==> src/phy_basic_params.svh <==
// constants for the transceiver basic control and status register bank
// assumes inclusion by bare name from the design module and the testbench
`ifndef PHY_BASIC_PARAMS_SVH
`define PHY_BASIC_PARAMS_SVH

// register indexes on the management access path
`define IDX_BASIC_CONTROL 5'h00
`define IDX_BASIC_STATUS  5'h01

// control field positions
`define CTL_SOFT_RESET  15
`define CTL_LOOPBACK    14
`define CTL_SPEED       13
`define CTL_AUTONEG_EN  12
`define CTL_POWER_DOWN  11
`define CTL_AN_RESTART  9
`define CTL_DUPLEX      8
`define CTL_COL_TEST    7

// status field positions
`define STS_T4_ABLE     15
`define STS_AN_DONE     5
`define STS_REM_FAULT   4
`define STS_AN_ABLE     3
`define STS_LINK        2
`define STS_JABBER      1
`define STS_EXT_CAP     0

// fixed ability bits of the status word: 14..11, 3 and 0 set, 15 clear
`define STS_FIXED_MASK  16'h7809
// writable control bits; everything else is reserved and drops writes
`define CTL_WRITE_MASK  16'hfb80
`define CTL_RESET_VALUE 16'h1000

// cycles the soft reset pulse is held before the reset bit self-clears
`define SOFT_RESET_CYCLES 4'h8

`endif

==> src/phy_basic_pkg.sv <==
// types shared by the basic control and status register bank
// assumes the params header sits in the same folder
package phy_basic_pkg;
   typedef enum logic [2:0] {
      SR_IDLE  = 3'b001,
      SR_HOLD  = 3'b010,
      SR_DONE  = 3'b100
   } soft_reset_state_t;
endpackage

==> src/phy_basic_control_status.sv <==
// basic control and basic status registers of a 10/100 transceiver
// assumes the mac reaches it by index through its management access
// logic, one read or write strobe per access, synchronous to clk_sys
//
// Functional notes
// - writing control bit 15 starts soft reset; bit clears itself when done
// - control bit 14 selects loopback; resets to zero
// - control bit 13 picks 100 or 10 Mbps; ignored while autoneg enabled
// - control bit 8 picks full or half duplex; ignored while autoneg enabled
// - control bit 12 enables autoneg, overriding speed and duplex; resets to one
// - speed and duplex reset values come from the negotiation result
// - control bit 11 enters power down; resets to zero
// - after power down clears, negotiation completion sets status bit 5
// - writing control bit 9 restarts autoneg; bit clears itself afterwards
// - control bit 7 enables collision test; resets to zero
// - status bit 15 reads zero; bits 14 to 11 read one
// - status bit 5 shows negotiation complete; zero after reset
// - status bit 4 latches high on remote fault
// - status bit 3 always reads one
// - status bit 2 latches low on any link loss; zero after reset
// - status bit 1 latches high on jabber
// - status bit 0 always reads one
// - registers reached only by index through the mac management path
// - kept-across-soft-reset fields survive only the bit 15 reset
`timescale 1ns/10ps
`include "phy_basic_params.svh"

module phy_basic_control_status
   import phy_basic_pkg::*;
#(
   parameter int IDX_W = 5                    // width of the register index
) (
   input  wire logic             clk_sys,       // system clock, 250 MHz
   input  wire logic             resetn,        // async chip reset, active low
   input  wire logic             clkEn,         // freezes all state while low
   input  wire logic [IDX_W-1:0] regIdx,        // register index of the access
   input  wire logic             wrStrobe,      // one-cycle write request
   input  wire logic             rdStrobe,      // one-cycle read request
   input  wire logic [15:0]      wrData,        // write data
   input  wire logic             anDone,        // negotiation finished, level
   input  wire logic             anSpeed100,    // negotiated speed is 100 Mbps
   input  wire logic             anFullDuplex,  // negotiated duplex is full
   input  wire logic             linkUp,        // current link condition
   input  wire logic             remFault,      // current remote fault condition
   input  wire logic             jabber,        // current jabber condition
   output logic [15:0]           rdData,        // read data, registered
   output logic                  rdValid,       // read data valid pulse
   output logic                  softResetOut,  // transceiver soft reset level
   output logic                  loopbackEn,    // loopback mode
   output logic                  speed100,      // effective speed, negotiated with autoneg on, else manual
   output logic                  fullDuplex,    // effective duplex, negotiated with autoneg on, else manual
   output logic                  anEnable,      // negotiation enabled
   output logic                  anRestart,     // negotiation restart pulse
   output logic                  powerDown,     // general power down
   output logic                  colTest        // collision signal test
);

   ////////////////////////////////////////////////////////////////////////////
   // control register state

   logic [15:0]       ctl_reg;
   logic [15:0]       ctl_next;
   soft_reset_state_t srState_reg;
   logic [3:0]        srCount_reg;
   logic              speedSeed_reg;
   logic              duplexSeed_reg;
   logic              seedPending_reg;
   logic              fault_reg;
   logic              jab_reg;
   logic              link_reg;
   logic              anDone_reg;

   logic wrCtl;
   logic wrSts;
   logic rdSts;
   logic srRunning;

   // accesses are decoded only by index; no address map exists
   assign wrCtl = clkEn && wrStrobe && (regIdx == IDX_W'(`IDX_BASIC_CONTROL));
   assign wrSts = clkEn && wrStrobe && (regIdx == IDX_W'(`IDX_BASIC_STATUS));
   assign rdSts = clkEn && rdStrobe && (regIdx == IDX_W'(`IDX_BASIC_STATUS));
   assign srRunning = (srState_reg != SR_IDLE);

   // next control word; writes during soft reset are dropped since the
   // bank is being reinitialised and a late write would be half-applied
   always_comb begin
      ctl_next = ctl_reg;
      if (srState_reg == SR_DONE) begin
         // soft reset restores defaults, bit 15 self-clears
         ctl_next = `CTL_RESET_VALUE;
         ctl_next[`CTL_SPEED]  = anSpeed100;
         ctl_next[`CTL_DUPLEX] = anFullDuplex;
      end else if (wrCtl && !srRunning) begin
         ctl_next = wrData & `CTL_WRITE_MASK;    // reserved bits dropped
      end else begin
         ctl_next[`CTL_AN_RESTART] = 1'b0;       // restart self-clears
      end
   end

   // control register; speed and duplex are seeded once from the
   // negotiation result after chip reset
   always_ff @(posedge clk_sys or negedge resetn) begin
      if (!resetn) begin
         ctl_reg <= `CTL_RESET_VALUE;
      end else if (clkEn) begin
         ctl_reg <= ctl_next;
         if (seedPending_reg && !wrCtl) begin
            ctl_reg[`CTL_SPEED]  <= anSpeed100;
            ctl_reg[`CTL_DUPLEX] <= anFullDuplex;
         end
      end
   end

   // the seed is taken at the first enabled edge after release, never
   // inside the async reset branch
   always_ff @(posedge clk_sys or negedge resetn) begin
      if (!resetn) begin
         seedPending_reg <= 1'b1;
      end else if (clkEn) begin
         seedPending_reg <= 1'b0;
      end
   end

   ////////////////////////////////////////////////////////////////////////////
   // soft reset sequencer

   // a write of bit 15 holds the transceiver in reset for a fixed count,
   // then reloads defaults and lets bit 15 fall
   always_ff @(posedge clk_sys or negedge resetn) begin
      if (!resetn) begin
         srState_reg <= SR_IDLE;
         srCount_reg <= 4'h0;
      end else if (clkEn) begin
         unique case (srState_reg)
            SR_IDLE: begin
               if (wrCtl && wrData[`CTL_SOFT_RESET]) begin
                  srState_reg <= SR_HOLD;
                  srCount_reg <= `SOFT_RESET_CYCLES;
               end
            end
            SR_HOLD: begin
               srCount_reg <= srCount_reg - 4'h1;
               if (srCount_reg == 4'h1) begin
                  srState_reg <= SR_DONE;
               end
            end
            SR_DONE: begin
               srState_reg <= SR_IDLE;
            end
            default: begin
               srState_reg <= SR_IDLE;
            end
         endcase
      end
   end

   ////////////////////////////////////////////////////////////////////////////
   // status latches

   // latch-high fault and jabber, latch-low link; a read releases them to
   // the present condition, and an event in the read cycle still wins
   always_ff @(posedge clk_sys or negedge resetn) begin
      if (!resetn) begin
         fault_reg <= 1'b0;
         jab_reg   <= 1'b0;
         link_reg  <= 1'b0;
      end else if (clkEn) begin
         fault_reg <= remFault | (fault_reg & !rdSts);
         jab_reg   <= jabber | (jab_reg & !rdSts);
         link_reg  <= linkUp & (link_reg | rdSts);
      end
   end

   // completion flag follows the engine; power down or restart drops it
   // only for the cycles that control bit is set
   always_ff @(posedge clk_sys or negedge resetn) begin
      if (!resetn) begin
         anDone_reg <= 1'b0;
      end else if (clkEn) begin
         anDone_reg <= anDone && !ctl_reg[`CTL_POWER_DOWN] && !ctl_reg[`CTL_AN_RESTART];
      end
   end

   ////////////////////////////////////////////////////////////////////////////
   // read port

   logic [15:0] stsWord;

   // fixed ability bits plus live and latched bits
   always_comb begin
      stsWord = `STS_FIXED_MASK;
      stsWord[`STS_AN_DONE]   = anDone_reg;
      stsWord[`STS_REM_FAULT] = fault_reg;
      stsWord[`STS_LINK]      = link_reg;
      stsWord[`STS_JABBER]    = jab_reg;
   end

   // registered read answer one cycle after the strobe; the status word is
   // read-only so status writes are ignored
   always_ff @(posedge clk_sys or negedge resetn) begin
      if (!resetn) begin
         rdData  <= 16'h0000;
         rdValid <= 1'b0;
      end else if (clkEn) begin
         rdValid <= rdStrobe;
         if (rdStrobe && regIdx == IDX_W'(`IDX_BASIC_CONTROL)) begin
            rdData <= ctl_reg;
         end else if (rdSts) begin
            rdData <= stsWord;
         end else if (rdStrobe) begin
            rdData <= 16'h0000;
         end
      end
   end

   ////////////////////////////////////////////////////////////////////////////
   // control outputs

   // manual speed and duplex only take effect with negotiation off
   always_ff @(posedge clk_sys or negedge resetn) begin
      if (!resetn) begin
         softResetOut <= 1'b0;
         loopbackEn   <= 1'b0;
         speed100     <= 1'b0;
         fullDuplex   <= 1'b0;
         anEnable     <= 1'b1;
         anRestart    <= 1'b0;
         powerDown    <= 1'b0;
         colTest      <= 1'b0;
      end else if (clkEn) begin
         softResetOut <= (srState_reg == SR_HOLD);
         loopbackEn   <= ctl_reg[`CTL_LOOPBACK];
         speed100     <= ctl_reg[`CTL_AUTONEG_EN] ? anSpeed100
                                                  : ctl_reg[`CTL_SPEED];
         fullDuplex   <= ctl_reg[`CTL_AUTONEG_EN] ? anFullDuplex
                                                  : ctl_reg[`CTL_DUPLEX];
         anEnable     <= ctl_reg[`CTL_AUTONEG_EN];
         anRestart    <= ctl_reg[`CTL_AN_RESTART];
         powerDown    <= ctl_reg[`CTL_POWER_DOWN];
         colTest      <= ctl_reg[`CTL_COL_TEST];
      end
   end

   ////////////////////////////////////////////////////////////////////////////
   // assertions

   soft_reset_clears_a: assert property (@(posedge clk_sys) disable iff (!resetn)
      (clkEn && srState_reg == SR_DONE) |=> !ctl_reg[`CTL_SOFT_RESET])
      else $error("soft reset bit did not self-clear");

   restart_pulse_a: assert property (@(posedge clk_sys) disable iff (!resetn)
      (clkEn && ctl_reg[`CTL_AN_RESTART] && !wrCtl) |=> !ctl_reg[`CTL_AN_RESTART])
      else $error("restart bit stuck");

   manual_speed_a: assert property (@(posedge clk_sys) disable iff (!resetn)
      (clkEn && !ctl_reg[`CTL_AUTONEG_EN]) |=> (!clkEn || speed100 == $past(ctl_reg[`CTL_SPEED])))
      else $error("manual speed not applied");

   auto_duplex_a: assert property (@(posedge clk_sys) disable iff (!resetn)
      (clkEn && ctl_reg[`CTL_AUTONEG_EN]) |=> (!clkEn || fullDuplex == $past(anFullDuplex)))
      else $error("duplex not taken from negotiation");

   fixed_bits_a: assert property (@(posedge clk_sys) disable iff (!resetn)
      rdSts |=> (rdData[15:11] == 5'h0f && rdData[10:6] == 5'h00 && rdData[3] && rdData[0]))
      else $error("fixed ability bits wrong");

   fault_hold_a: assert property (@(posedge clk_sys) disable iff (!resetn)
      (clkEn && remFault) |=> fault_reg)
      else $error("remote fault not latched");

   jabber_hold_a: assert property (@(posedge clk_sys) disable iff (!resetn)
      (clkEn && jab_reg && !rdSts) |=> jab_reg)
      else $error("jabber latch released without read");

   link_low_a: assert property (@(posedge clk_sys) disable iff (!resetn)
      (clkEn && !linkUp) ##1 (clkEn && !rdSts)[*2] |-> !link_reg)
      else $error("link latch not held low");

   an_done_a: assert property (@(posedge clk_sys) disable iff (!resetn)
      (clkEn && ctl_reg[`CTL_POWER_DOWN]) |=> !anDone_reg)
      else $error("completion shown during power down");

   reserved_ctl_a: assert property (@(posedge clk_sys) disable iff (!resetn)
      (ctl_reg & ~`CTL_WRITE_MASK) == 16'h0000)
      else $error("reserved control bit set");

   status_write_a: assert property (@(posedge clk_sys) disable iff (!resetn)
      (wrSts && !srRunning && !ctl_reg[`CTL_AN_RESTART] && !seedPending_reg)
         |=> ctl_reg == $past(ctl_reg))
      else $error("status write changed control");

   loopback_out_a: assert property (@(posedge clk_sys) disable iff (!resetn)
      clkEn |=> loopbackEn == $past(ctl_reg[`CTL_LOOPBACK]))
      else $error("loopback output lags control bit");

   manual_duplex_a: assert property (@(posedge clk_sys) disable iff (!resetn)
      (clkEn && !ctl_reg[`CTL_AUTONEG_EN]) |=> fullDuplex == $past(ctl_reg[`CTL_DUPLEX]))
      else $error("manual duplex not applied");

   auto_speed_a: assert property (@(posedge clk_sys) disable iff (!resetn)
      (clkEn && ctl_reg[`CTL_AUTONEG_EN] && !seedPending_reg) |=> speed100 == $past(anSpeed100))
      else $error("speed not taken from negotiation");

   an_enable_out_a: assert property (@(posedge clk_sys) disable iff (!resetn)
      clkEn |=> anEnable == $past(ctl_reg[`CTL_AUTONEG_EN]))
      else $error("negotiation enable output lags control bit");

   power_down_out_a: assert property (@(posedge clk_sys) disable iff (!resetn)
      clkEn |=> powerDown == $past(ctl_reg[`CTL_POWER_DOWN]))
      else $error("power down output lags control bit");

   col_test_out_a: assert property (@(posedge clk_sys) disable iff (!resetn)
      clkEn |=> colTest == $past(ctl_reg[`CTL_COL_TEST]))
      else $error("collision test output lags control bit");

   restart_out_a: assert property (@(posedge clk_sys) disable iff (!resetn)
      clkEn |=> anRestart == $past(ctl_reg[`CTL_AN_RESTART]))
      else $error("restart output lags control bit");

   soft_reset_hold_a: assert property (@(posedge clk_sys) disable iff (!resetn)
      (clkEn && srState_reg == SR_HOLD) |=> softResetOut)
      else $error("soft reset output not held");

   soft_reload_a: assert property (@(posedge clk_sys) disable iff (!resetn)
      (clkEn && srState_reg == SR_DONE) |=> (ctl_reg[`CTL_SPEED] == $past(anSpeed100)
         && ctl_reg[`CTL_DUPLEX] == $past(anFullDuplex) && ctl_reg[`CTL_AUTONEG_EN]))
      else $error("soft reset reload wrong");

   link_release_a: assert property (@(posedge clk_sys) disable iff (!resetn)
      rdSts |=> link_reg == $past(linkUp))
      else $error("link latch not released by read");

   fault_release_a: assert property (@(posedge clk_sys) disable iff (!resetn)
      rdSts |=> fault_reg == $past(remFault))
      else $error("fault latch not released by read");

   an_done_ok_a: assert property (@(posedge clk_sys) disable iff (!resetn)
      (clkEn && anDone && !ctl_reg[`CTL_POWER_DOWN] && !ctl_reg[`CTL_AN_RESTART]) |=> anDone_reg)
      else $error("completion not shown");

   rd_valid_a: assert property (@(posedge clk_sys) disable iff (!resetn)
      clkEn |=> rdValid == $past(rdStrobe))
      else $error("read valid does not follow strobe");

   unmapped_read_a: assert property (@(posedge clk_sys) disable iff (!resetn)
      (clkEn && rdStrobe && regIdx != IDX_W'(`IDX_BASIC_CONTROL)
         && regIdx != IDX_W'(`IDX_BASIC_STATUS)) |=> rdData == 16'h0000)
      else $error("unmapped index read not zero");

   ctl_read_a: assert property (@(posedge clk_sys) disable iff (!resetn)
      (clkEn && rdStrobe && regIdx == IDX_W'(`IDX_BASIC_CONTROL)) |=> rdData == $past(ctl_reg))
      else $error("control read data wrong");

   freeze_a: assert property (@(posedge clk_sys) disable iff (!resetn)
      !clkEn |=> (ctl_reg == $past(ctl_reg) && rdValid == $past(rdValid)))
      else $error("state moved with clock enable low");

endmodule

==> config.mk <==
export PLATFORM = sky130hd
export DESIGN_NAME = phy_basic_control_status
export DESIGN_NICKNAME = d
export VERILOG_FILES = /design/src/phy_basic_pkg.sv /design/src/phy_basic_control_status.sv
export VERILOG_INCLUDE_DIRS = /design/src
export SDC_FILE = /design/constraint.sdc
export NUM_CORES = 1
export LEC_CHECK = 0
export BUFFER_PORTS_ARGS = -buffer_cell sky130_fd_sc_hd__buf_2
export CAP_MARGIN = 20
export CORE_MARGIN = 2
export CORE_UTILIZATION = 46
export DETAILED_ROUTE_END_ITERATION = 10
export PLACE_DENSITY = 0.72
export SLEW_MARGIN = 10
export SYNTH_ARGS = -nofsm -noshare
export SYNTH_HDL_FRONTEND = slang
export SYNTH_SLANG_ARGS = --single-unit
==> constraint.sdc <==
create_clock -name clk_sys -period 2.17 [get_ports clk_sys]
set_input_delay 0.434 -clock clk_sys [delete_from_list [all_inputs] [get_ports clk_sys]]
set_output_delay 0.434 -clock clk_sys [all_outputs]
set_load 0.02 [all_outputs]
==> Word level (Yosys, flattened, before mapping) <==
Index checks and enable logic that the tools add are counted.
{ "classes": {"n_addsub": 1, "n_eq_ne": 8, "mux": 16, "n_bitwise": 6, "reduce_logical": 25} }
{ "ops": {"columns": ["cell", "count"], "rows": [
  ["$mux 16", 4],
  ["$logic_and 1x1->1", 10],
  ["$mux 9", 1],
  ["$pmux 4 s2", 1],
  ["$mux 3", 2],
  ["$mux 6", 1],
  ["$pmux 3 s2", 1],
  ["$reduce_and 2->1", 3],
  ["$reduce_and 3->1", 2],
  ["$reduce_bool 3->1", 2],
  ["$eq 5x1->1 const B", 1],
  ["$logic_not 1->1", 5],
  ["$logic_not 5->1", 1],
  ["$mux 1", 5],
  ["$eq 4x1->1 const B", 1],
  ["$mux 4", 1],
  ["$ne 2x2->1 const B", 2],
  ["$reduce_bool 2->1", 2],
  ["$sub 4x1->4 const B", 1],
  ["$and 1x1->1", 3],
  ["$eq 3x1->1 const B", 1],
  ["$eq 3x2->1 const B", 1],
  ["$eq 3x3->1 const B", 1],
  ["$ne 3x1->1 const B", 1],
  ["$or 1x1->1", 3]
]} }
{ "totals": {"regBits": 53, "input_bits": 32, "out_inout_bits": 25, "wordCells": 76} }

==> Logic depth before layout (Yosys ltp) <==
Gate-level depths: netlist (run 1).
{ "logic_depth": {"ltp_word": 6, "mapped_depth": 5, "ltp_nobuf": 5} }

==> Least setup slack after synthesis (run 1) <==
OpenSTA, ideal clock, no wires.
{ "synth_timing": {"path_kind": "in2reg", "start": "input port regIdx[1]", "end": "register ctl_reg[13]", "setup_ns": 0.127, "arrival_ns": 1.975, "t_required_ns": 2.043, "setup_slack_ns": 0.067, "path_stages": 5, "n_path_buf": 1, "cell_sequence": "or4_4 > buf_6 > nor4_4 > o31a_2 > mux2_1"} }
{ "synth_between": {"elab_chain_len": 6, "word_cells_on_any_way": 8, "classes_between": "1 x mux; 7 x reduce/logical"} }
{ "synth_rtl": {"columns": ["element", "line", "source"], "rows": [
  ["start, declared", "phy_basic_control_status.sv:36", "input wire logic [IDX_W-1:0] regIdx,"],
  ["$logic_not 5->1 (*)", "phy_basic_control_status.sv:79", "assign wrCtl = clkEn && wrStrobe && (regIdx == IDX_W'(`IDX_BASIC_CONTROL));"],
  ["$logic_and 1x1->1 (*)", "phy_basic_control_status.sv:79", null],
  ["$logic_not 1->1", "phy_basic_control_status.sv:107", "if (seedPending_reg && !wrCtl) begin"],
  ["$logic_and 1x1->1", "phy_basic_control_status.sv:107", null],
  ["$reduce_bool 3->1 (no source line)", null, null],
  ["$reduce_and 2->1 (no source line)", null, null],
  ["end signal, assigned", "phy_basic_control_status.sv:106", "ctl_reg <= ctl_next;"],
  ["end signal, assigned by index", "phy_basic_control_status.sv:108", "ctl_reg[`CTL_SPEED] <= anSpeed100;"],
  ["end signal, assigned by index", "phy_basic_control_status.sv:109", "ctl_reg[`CTL_DUPLEX] <= anFullDuplex;"],
  ["end, declared", "phy_basic_control_status.sv:61", "logic [15:0] ctl_reg;"]
]} }
Every way passes the cells marked *; elsewhere a longest branch is shown, timed or not.
A chain may end at the register's enable or synchronous reset.

==> Worst setup path in the final report (run 1) <==
{ "layout_timing": {"start": "input port regIdx[1]", "end": "register ctl_reg[8]"} }
Same word-level chain as after synthesis.

==> summary.md, run 1 <==
| Metric | Value |
|---|---|
| Status | complete, no violations |
| Net Sw Frac | 26.1% |
| Post-synth EDFFs | 0 |
| Main flop type after synthesis | dfrtp_1 |
| Unrepaired setup endpoints after global routing | false |
| Vias/cell | 5.34 |
| Drt total wl | roughly 3.8 mm |
| Starting Density | 48.3% |
| Cts repair resizes | 0 |
| First-pass GRT wire length | 6.51 mm |
| Reg clk slew, reported paths | 80 ps |
| Hpwl dp | 2.79 mm |
| Initial antenna violation count | 0 |
| Largest net degree at the start of global routing | 43 |
| Number of DRC markers in iteration 0 | 72 |
| Pwr Total | approximately 1.6 mW |
| Total gr overflow | 0 |
| DR vias | 1485 |
| Tcrit/Tclk final | 81.5% |
| Routed len/inst | around 14 um |
| CP max-delay cell | or4_4 |
| Layout area overhead | 19.2% |
| Detailed Routing Iterations Pass 1 | 4 |
| Psw | 0.405 mW |
| Setup TNS | 0 ps |
| Top post-synthesis cells by area | dfrtp_1 (49%), dfstp_2 (5.4%), nand2_1 (3.7%) |
| Fin crit period | 1770 ps |
| Vias in the first global route | approximately 1.5k |
| Hold WS | 193 ps |
| Diode count | 0 |
| Die W | 69.0 um |
| Largest register FFs | 13 |
| Final Hold Vio Count | 0 |
| Slew @ Worst Pin | 620 ps |
| Max Root-Sink Buffers | 2 |
| Drt drc | 0 |
| Total GRT Usage | 16.5% |
| Fin. max-slew vios | 0 |
| Commonest cells after routing, fill and taps aside | buf_2 (46), dfrtp_1 (38), nand2_1 (19) |
| Final setup violation count | 0 |
| Multi-input logic area | 802 um^2 |
| Internal power | 1.15 mW |
| Clock Sinks | 42 |
| Max rail drop VDD | ~0.35 mV |
| WP data arrival | 1950 ps |
| Buffers on Ports | 46 |
| Cts hold-fix bufs | 0 |
| Yosys top cell by area | dfrtp_1 |
| Most common cell after layout, fill and taps aside | buf_2 |
| Num CTS Buffers | 5 |
| Setup CP Type | primary input to flop |
| Critical Path Start Type | primary input |
| Die height | 69.0 um |
| CORE AREA | 4030 um^2 |
| Mapped Avg Cell Area | 11.0 um^2 |
| Sequential area share after synthesis | 54.3% |
| Crit path cell chain | buf_2 > or4_4 > o21a_1 > o31a_2 > mux2_1 |
| Leakage power | 1.17 nW |
| FILL cells | 381 |
| #FFs+latches synth | 42 |
| Netlist area before placement | a little under 2000 um^2 |
| Worst min path class | primary input to async pin |
| Post-route antenna net violation count | 0 |
| Clock share of power | about a third |
| Worst skew pair latency | 290 ps |
| Fraction of layout cells with a size suffix above 1 | 36.0% |
| Max-cap viol count | 0 |
| Post-CTS setup buffers | 0 |
| # rows | 23 |
| YS warnings | 0 |
| CP endpoint kind | flop |
| CTS tree | yes |
| FFs w/ async S/R, synth | 100% |
| CP Max Fanout | 6 |
| Clk_skew | 8.23 ps |
| Sequential standard cell area | 1060 um^2 |
| Die ar. | 4770 um^2 |
| Largest stage delay on the critical path | 600 ps |
| Top achievable clock speed | 0.565 GHz |
| H-Tree Depth | 2 |
| Sequential share of power | 56.1% |
| CP required | 2360 ps |
| GPL Wtd Cong | 0.854 |
| Synth Instances | 177 |
| Number of top-level pins | 57 |
| Relative slew slack | 58.5% |
| Power density cells | 669 nW/um^2 |
| Logic pwr share | 12.4% |
| Count of cell types in the netlist | 41 |
| Top cell type's share of synthesized area | 48.9% |
| Clock root cell | clkbuf_8 |
| Post-layout util | 57.6% |
| Final nets | 261 |
==> power by group through the flow <==
stage	logic [mW]	registers [mW]	clock network, mW
after floorplan	0.0923	0.906	0
after global placement	0.191	0.885	0
after detailed placement	0.194	0.887	0
after CTS	0.195	0.872	0.500
after global routing	0.209	0.879	0.526
final	0.192	0.871	0.489
==> metal layers <==
layer  track usage, %  vias to the layer above  wire (um)
met1             19.5                      720       1710
met2             29.2                       39       1830
met3             4.09                        7        180
met4             5.66                        0         44
li1                 -                      719          -
met5                0                        -          0
==> synthesized netlist by cell type (all sizes together), types with 2 or more instances <==
cell type   n
a21bo       3
a21o        3
a21oi       8
a22o        6
buf         7
clkbuf      4
dfrtp      38
dfstp       4
ha          2
inv         8
mux2        9
mux2i       5
nand2      19
nand2b      4
nand3       7
nand4       5
nor2        7
nor2b       3
nor3        2
nor3b       3
nor4        2
o21ai      14
o311ai      2
==> through the flow <==
| step | cell area (um^2) | worst slack [ps] | cells |
|---|---|---|---|
| 2_1_floorplan | 1950 | 67.5 | 178 |
| 3_3_place_gp | 2230 | 91.7 | 270 |
| 3_5_place_dp | 2230 | 88.8 | 270 |
| 4_1_cts | 2320 | 403 | 278 |
| 5_1_grt | 2320 | 326 | 278 |
| 6_report | 2320 | 401 | 278 |
==> cell families after synthesis <==
logic type / after synthesis / share of synthesized area, %
simple gates: 57 / 16.9
buf+inv: 19 / 4.69
mux: 14 / 7.97
flops: 42 / 54.3
xor+xnor: 1 / 0.450
other cells: 1 / 0.193
fa+ha+maj: 2 / 1.29
compound gates: 41 / 14.2
==> worst max-delay path: cells and delay by family <==
kind | cells | cell delay (ps)
AOI/OAI and AO/OA | 2 | 510
buffers and inverters | 1 | 100
muxes | 1 | 310
and+or+nand+nor | 1 | 600
==> final cells by class <==
| class | instances | share of cell area [%] |
|---|---|---|
| timing repair buffer | 53 | 12.2 |
| tap | 50 | 2.70 |
| clock buffer | 6 | 3.13 |
| multi-input combinational | 117 | 34.6 |
| inverter | 8 | 1.29 |
| sequential | 42 | 45.5 |
| clock inverter | 2 | 0.593 |
==> final timing paths <==
path / startpoint / end / slack (ps) / cells past startpoint
hold reg to reg: rdData[7] / rdData[7] / 480 / 2
max in group asynchronous: resetn / srState_reg[0] / 1600 / 2
setup reg to reg: srState_reg[2] / ctl_reg[8] / 410 / 4
setup / recovery: regIdx[1] / ctl_reg[8] / 400 / 5
min in group clk_sys: linkUp / link_reg / 370 / 3
hold / removal: resetn / jab_reg / 190 / 2
No activity file was read; power rests on OpenSTA's default activity.
==> run 2, diff against run 1 <==
==> constraint.sdc (replaced) <==
create_clock -name clk_sys -period 1.8 [get_ports clk_sys]
set_input_delay 0.36 -clock clk_sys [delete_from_list [all_inputs] [get_ports clk_sys]]
set_output_delay 0.36 -clock clk_sys [all_outputs]
set_load 0.02 [all_outputs]
==> summary.md, run 2 (same netlist as run 1, synthesis figures left out) <==
| Metric | Value |
|---|---|
| CP max-delay cell | or3b_2 |
| Fin crit period | 1690 ps |
| Number of top-level pins | 57 (unchanged) |
| CP required | 1980 ps (-380 ps) |
| Die W | 69.0 um (unchanged) |
| CORE AREA | 4030 um^2 (unchanged) |
| Worst min path class | primary input to flop |
| # rows | 23 (unchanged) |
| Initial antenna violation count | 0 (unchanged) |
| Num CTS Buffers | 5 (unchanged) |
| DR vias | 1516 (+2.1%) |
| Starting Density | 48.3% (unchanged) |
| Crit path launch | srState_reg[0] |
| Crit path cell chain | or3b_2 > inv_1 > o31a_2 > mux2_1 |
| Cells after DPL | 280 (+3.7%) |
| Max rail drop VDD | 0.384 mV (+11%) |
| Most common cell after layout, fill and taps aside | buf_2 |
| Status | complete, no violations |
| Die ar. | 4770 um^2 (unchanged) |
| GPL Wtd Cong | 0.825 (-3.4%) |
| Vias/cell | 5.25 (-1.8%) |
| Reg2reg setup slack | 110 ps (-300 ps) |
| Hpwl dp | 2.94 mm (+5.3%) |
| H-Tree Depth | 2 (unchanged) |
| Layout area overhead | 26.2% |
| Reg clk slew, reported paths | 80 ps (about the same) |
| Clock root cell | clkbuf_8 |
| Levels on crit path | 4 (-1) |
| Vias in the first global route | 1567 (+3.9%) |
| Total gr overflow | 0 (unchanged) |
| R2R cell count | 4 (unchanged) |
| Buffers on Ports | 46 (unchanged) |
| Max Root-Sink Buffers | 2 (unchanged) |
| Largest register FFs | 13 (unchanged) |
| Fin area | 2460 um^2 (+5.9%) |
| Detailed Routing Iterations Pass 1 | 4 (unchanged) |
| Final setup violation count | 0 (unchanged) |
| Post-DP Area | 2310 um^2 (+3.4%) |
| Number of DRC markers in iteration 0 | 67 (-6.9%) |
| CTS tree | yes |
| Hold path depth | 2 |
| Unrepaired setup endpoints after global routing | false |
| Drt drc | 0 (unchanged) |
| Post-route antenna net violation count | 0 (unchanged) |
| Top delay family on crit path | simple AND/OR/NAND/NOR gates |
| Final nets | 272 (+4.2%) |
| Routed len/inst | 13.8 um (+1.8%) |
| Clk_skew | 4.76 ps (-3.47 ps) |
| Hold WS | 292 ps (+99.2 ps) |
| Post-Layout Cell Count | 289 (+4.0%) |
| Largest net degree at the start of global routing | 23 (-47%) |
| Leakage power | 1.25 nW (+6.5%) |
| FF-to-FF End | ctl_reg[8] |
| Critical R2R Launch | srState_reg[0] |
| CP Max Fanout | 6 (unchanged) |
| Final Hold Vio Count | 0 (unchanged) |
| Fraction of layout cells with a size suffix above 1 | 38.9% (+2.9 points) |
| Total GRT Usage | 18.4% (+1.9 points) |
| Tcrit/Tclk final | about 94% |
| Diode count | 0 (unchanged) |
| CP endpoint kind | flop |
| Crit path buffers/inverters | 1 (unchanged) |
| Clock Sinks | 42 (unchanged) |
| Dpl ws | -196 ps (-284 ps) |
| WP data arrival | 1870 ps (-80 ps) |
| First-pass GRT wire length | 7.13 mm (+9.5%) |
| Largest stage delay on the critical path | 560 ps (-40 ps) |
| Post-layout util | 61.0% (+3.4 points) |
| Die height | 69.0 um (unchanged) |
| Pwr Total | 2.18 mW (+40%) |
| Setup TNS | 0 ps (unchanged) |
| Setup WS post-layout | 105 ps (-295 ps) |
| Fin. max-slew vios | 0 (unchanged) |
| Power density cells | 886 nW/um^2 (+32%) |
| Commonest cells after routing, fill and taps aside | buf_2 (46), dfrtp_1 (38), nand2_1 (19) |
| Drt total wl | 3.98 mm (+5.8%) |
| Setup CP Type | flop to flop |
| Critical Path Start Type | flop |
| Max-cap viol count | 0 (unchanged) |
| Worst setup endpoint | ctl_reg[8] |
| Top achievable clock speed | 0.590 GHz |
| Worst skew pair latency | 300 ps (about the same) |
==> run 2: cell types whose count changed in the layout (fill, tap and decap cells not counted) <==
cell and delta:
buf_4 +10, bufinv_16 +2, clkbuf_1 -1, clkinv_2 -1, dlygate4sd3_1 +1
==> run 2: power breakdown <==
part	total, mW	leakage (nW)	internal [mW]	switching (mW)
Clock	0.884	0.0683	0.555	0.329
Sequential	1.05	0.547	1.01	0.0440
Combinational	0.241	0.632	0.108	0.133
Total	2.18	1.25	1.67	0.506
==> run 2: repair_timing <==
item	in CTS	in global routing
endpoints found under the hold margin	15	0
buffers inserted	0	0
endpoints found under the setup margin	0	0
resized for setup	0	0
hold buffers	1	0
==> run 2: worst register-to-register path: stages, from the launching register on <==
cell	delay, ps
dfstp_2	400
or3b_2	560
inv_1	130
o31a_2	170
mux2_1	320
==> run 2: area by class of cell <==
cell class	count	area (um^2)
multi-input combinational	117	802
clock inverter	3	68.8
fill	352	1570
sequential	42	1060
inverter	8	30.0
tap	50	62.6
timing repair buffer	64	368
clock buffer	5	68.8
==> run 2: metal layers <==
metal  global-route usage [%]  part of all wire [%]  vias up
met5                        0                     0        -
met4                     6.10                   1.4        0
met3                     5.12                   5.3        6
met2                     31.8                    49       41
met1                     22.0                    44      722
li1                         -                     -      747
==> run 2: worst min path at each step <==
stage	endpoint	start
2_1_floorplan	anDone_reg	resetn
3_3_place_gp	rdData[4]	resetn
3_5_place_dp	rdData[4]	resetn
4_1_cts	fault_reg	remFault
5_1_grt	fault_reg	remFault
6_report	fault_reg	remFault
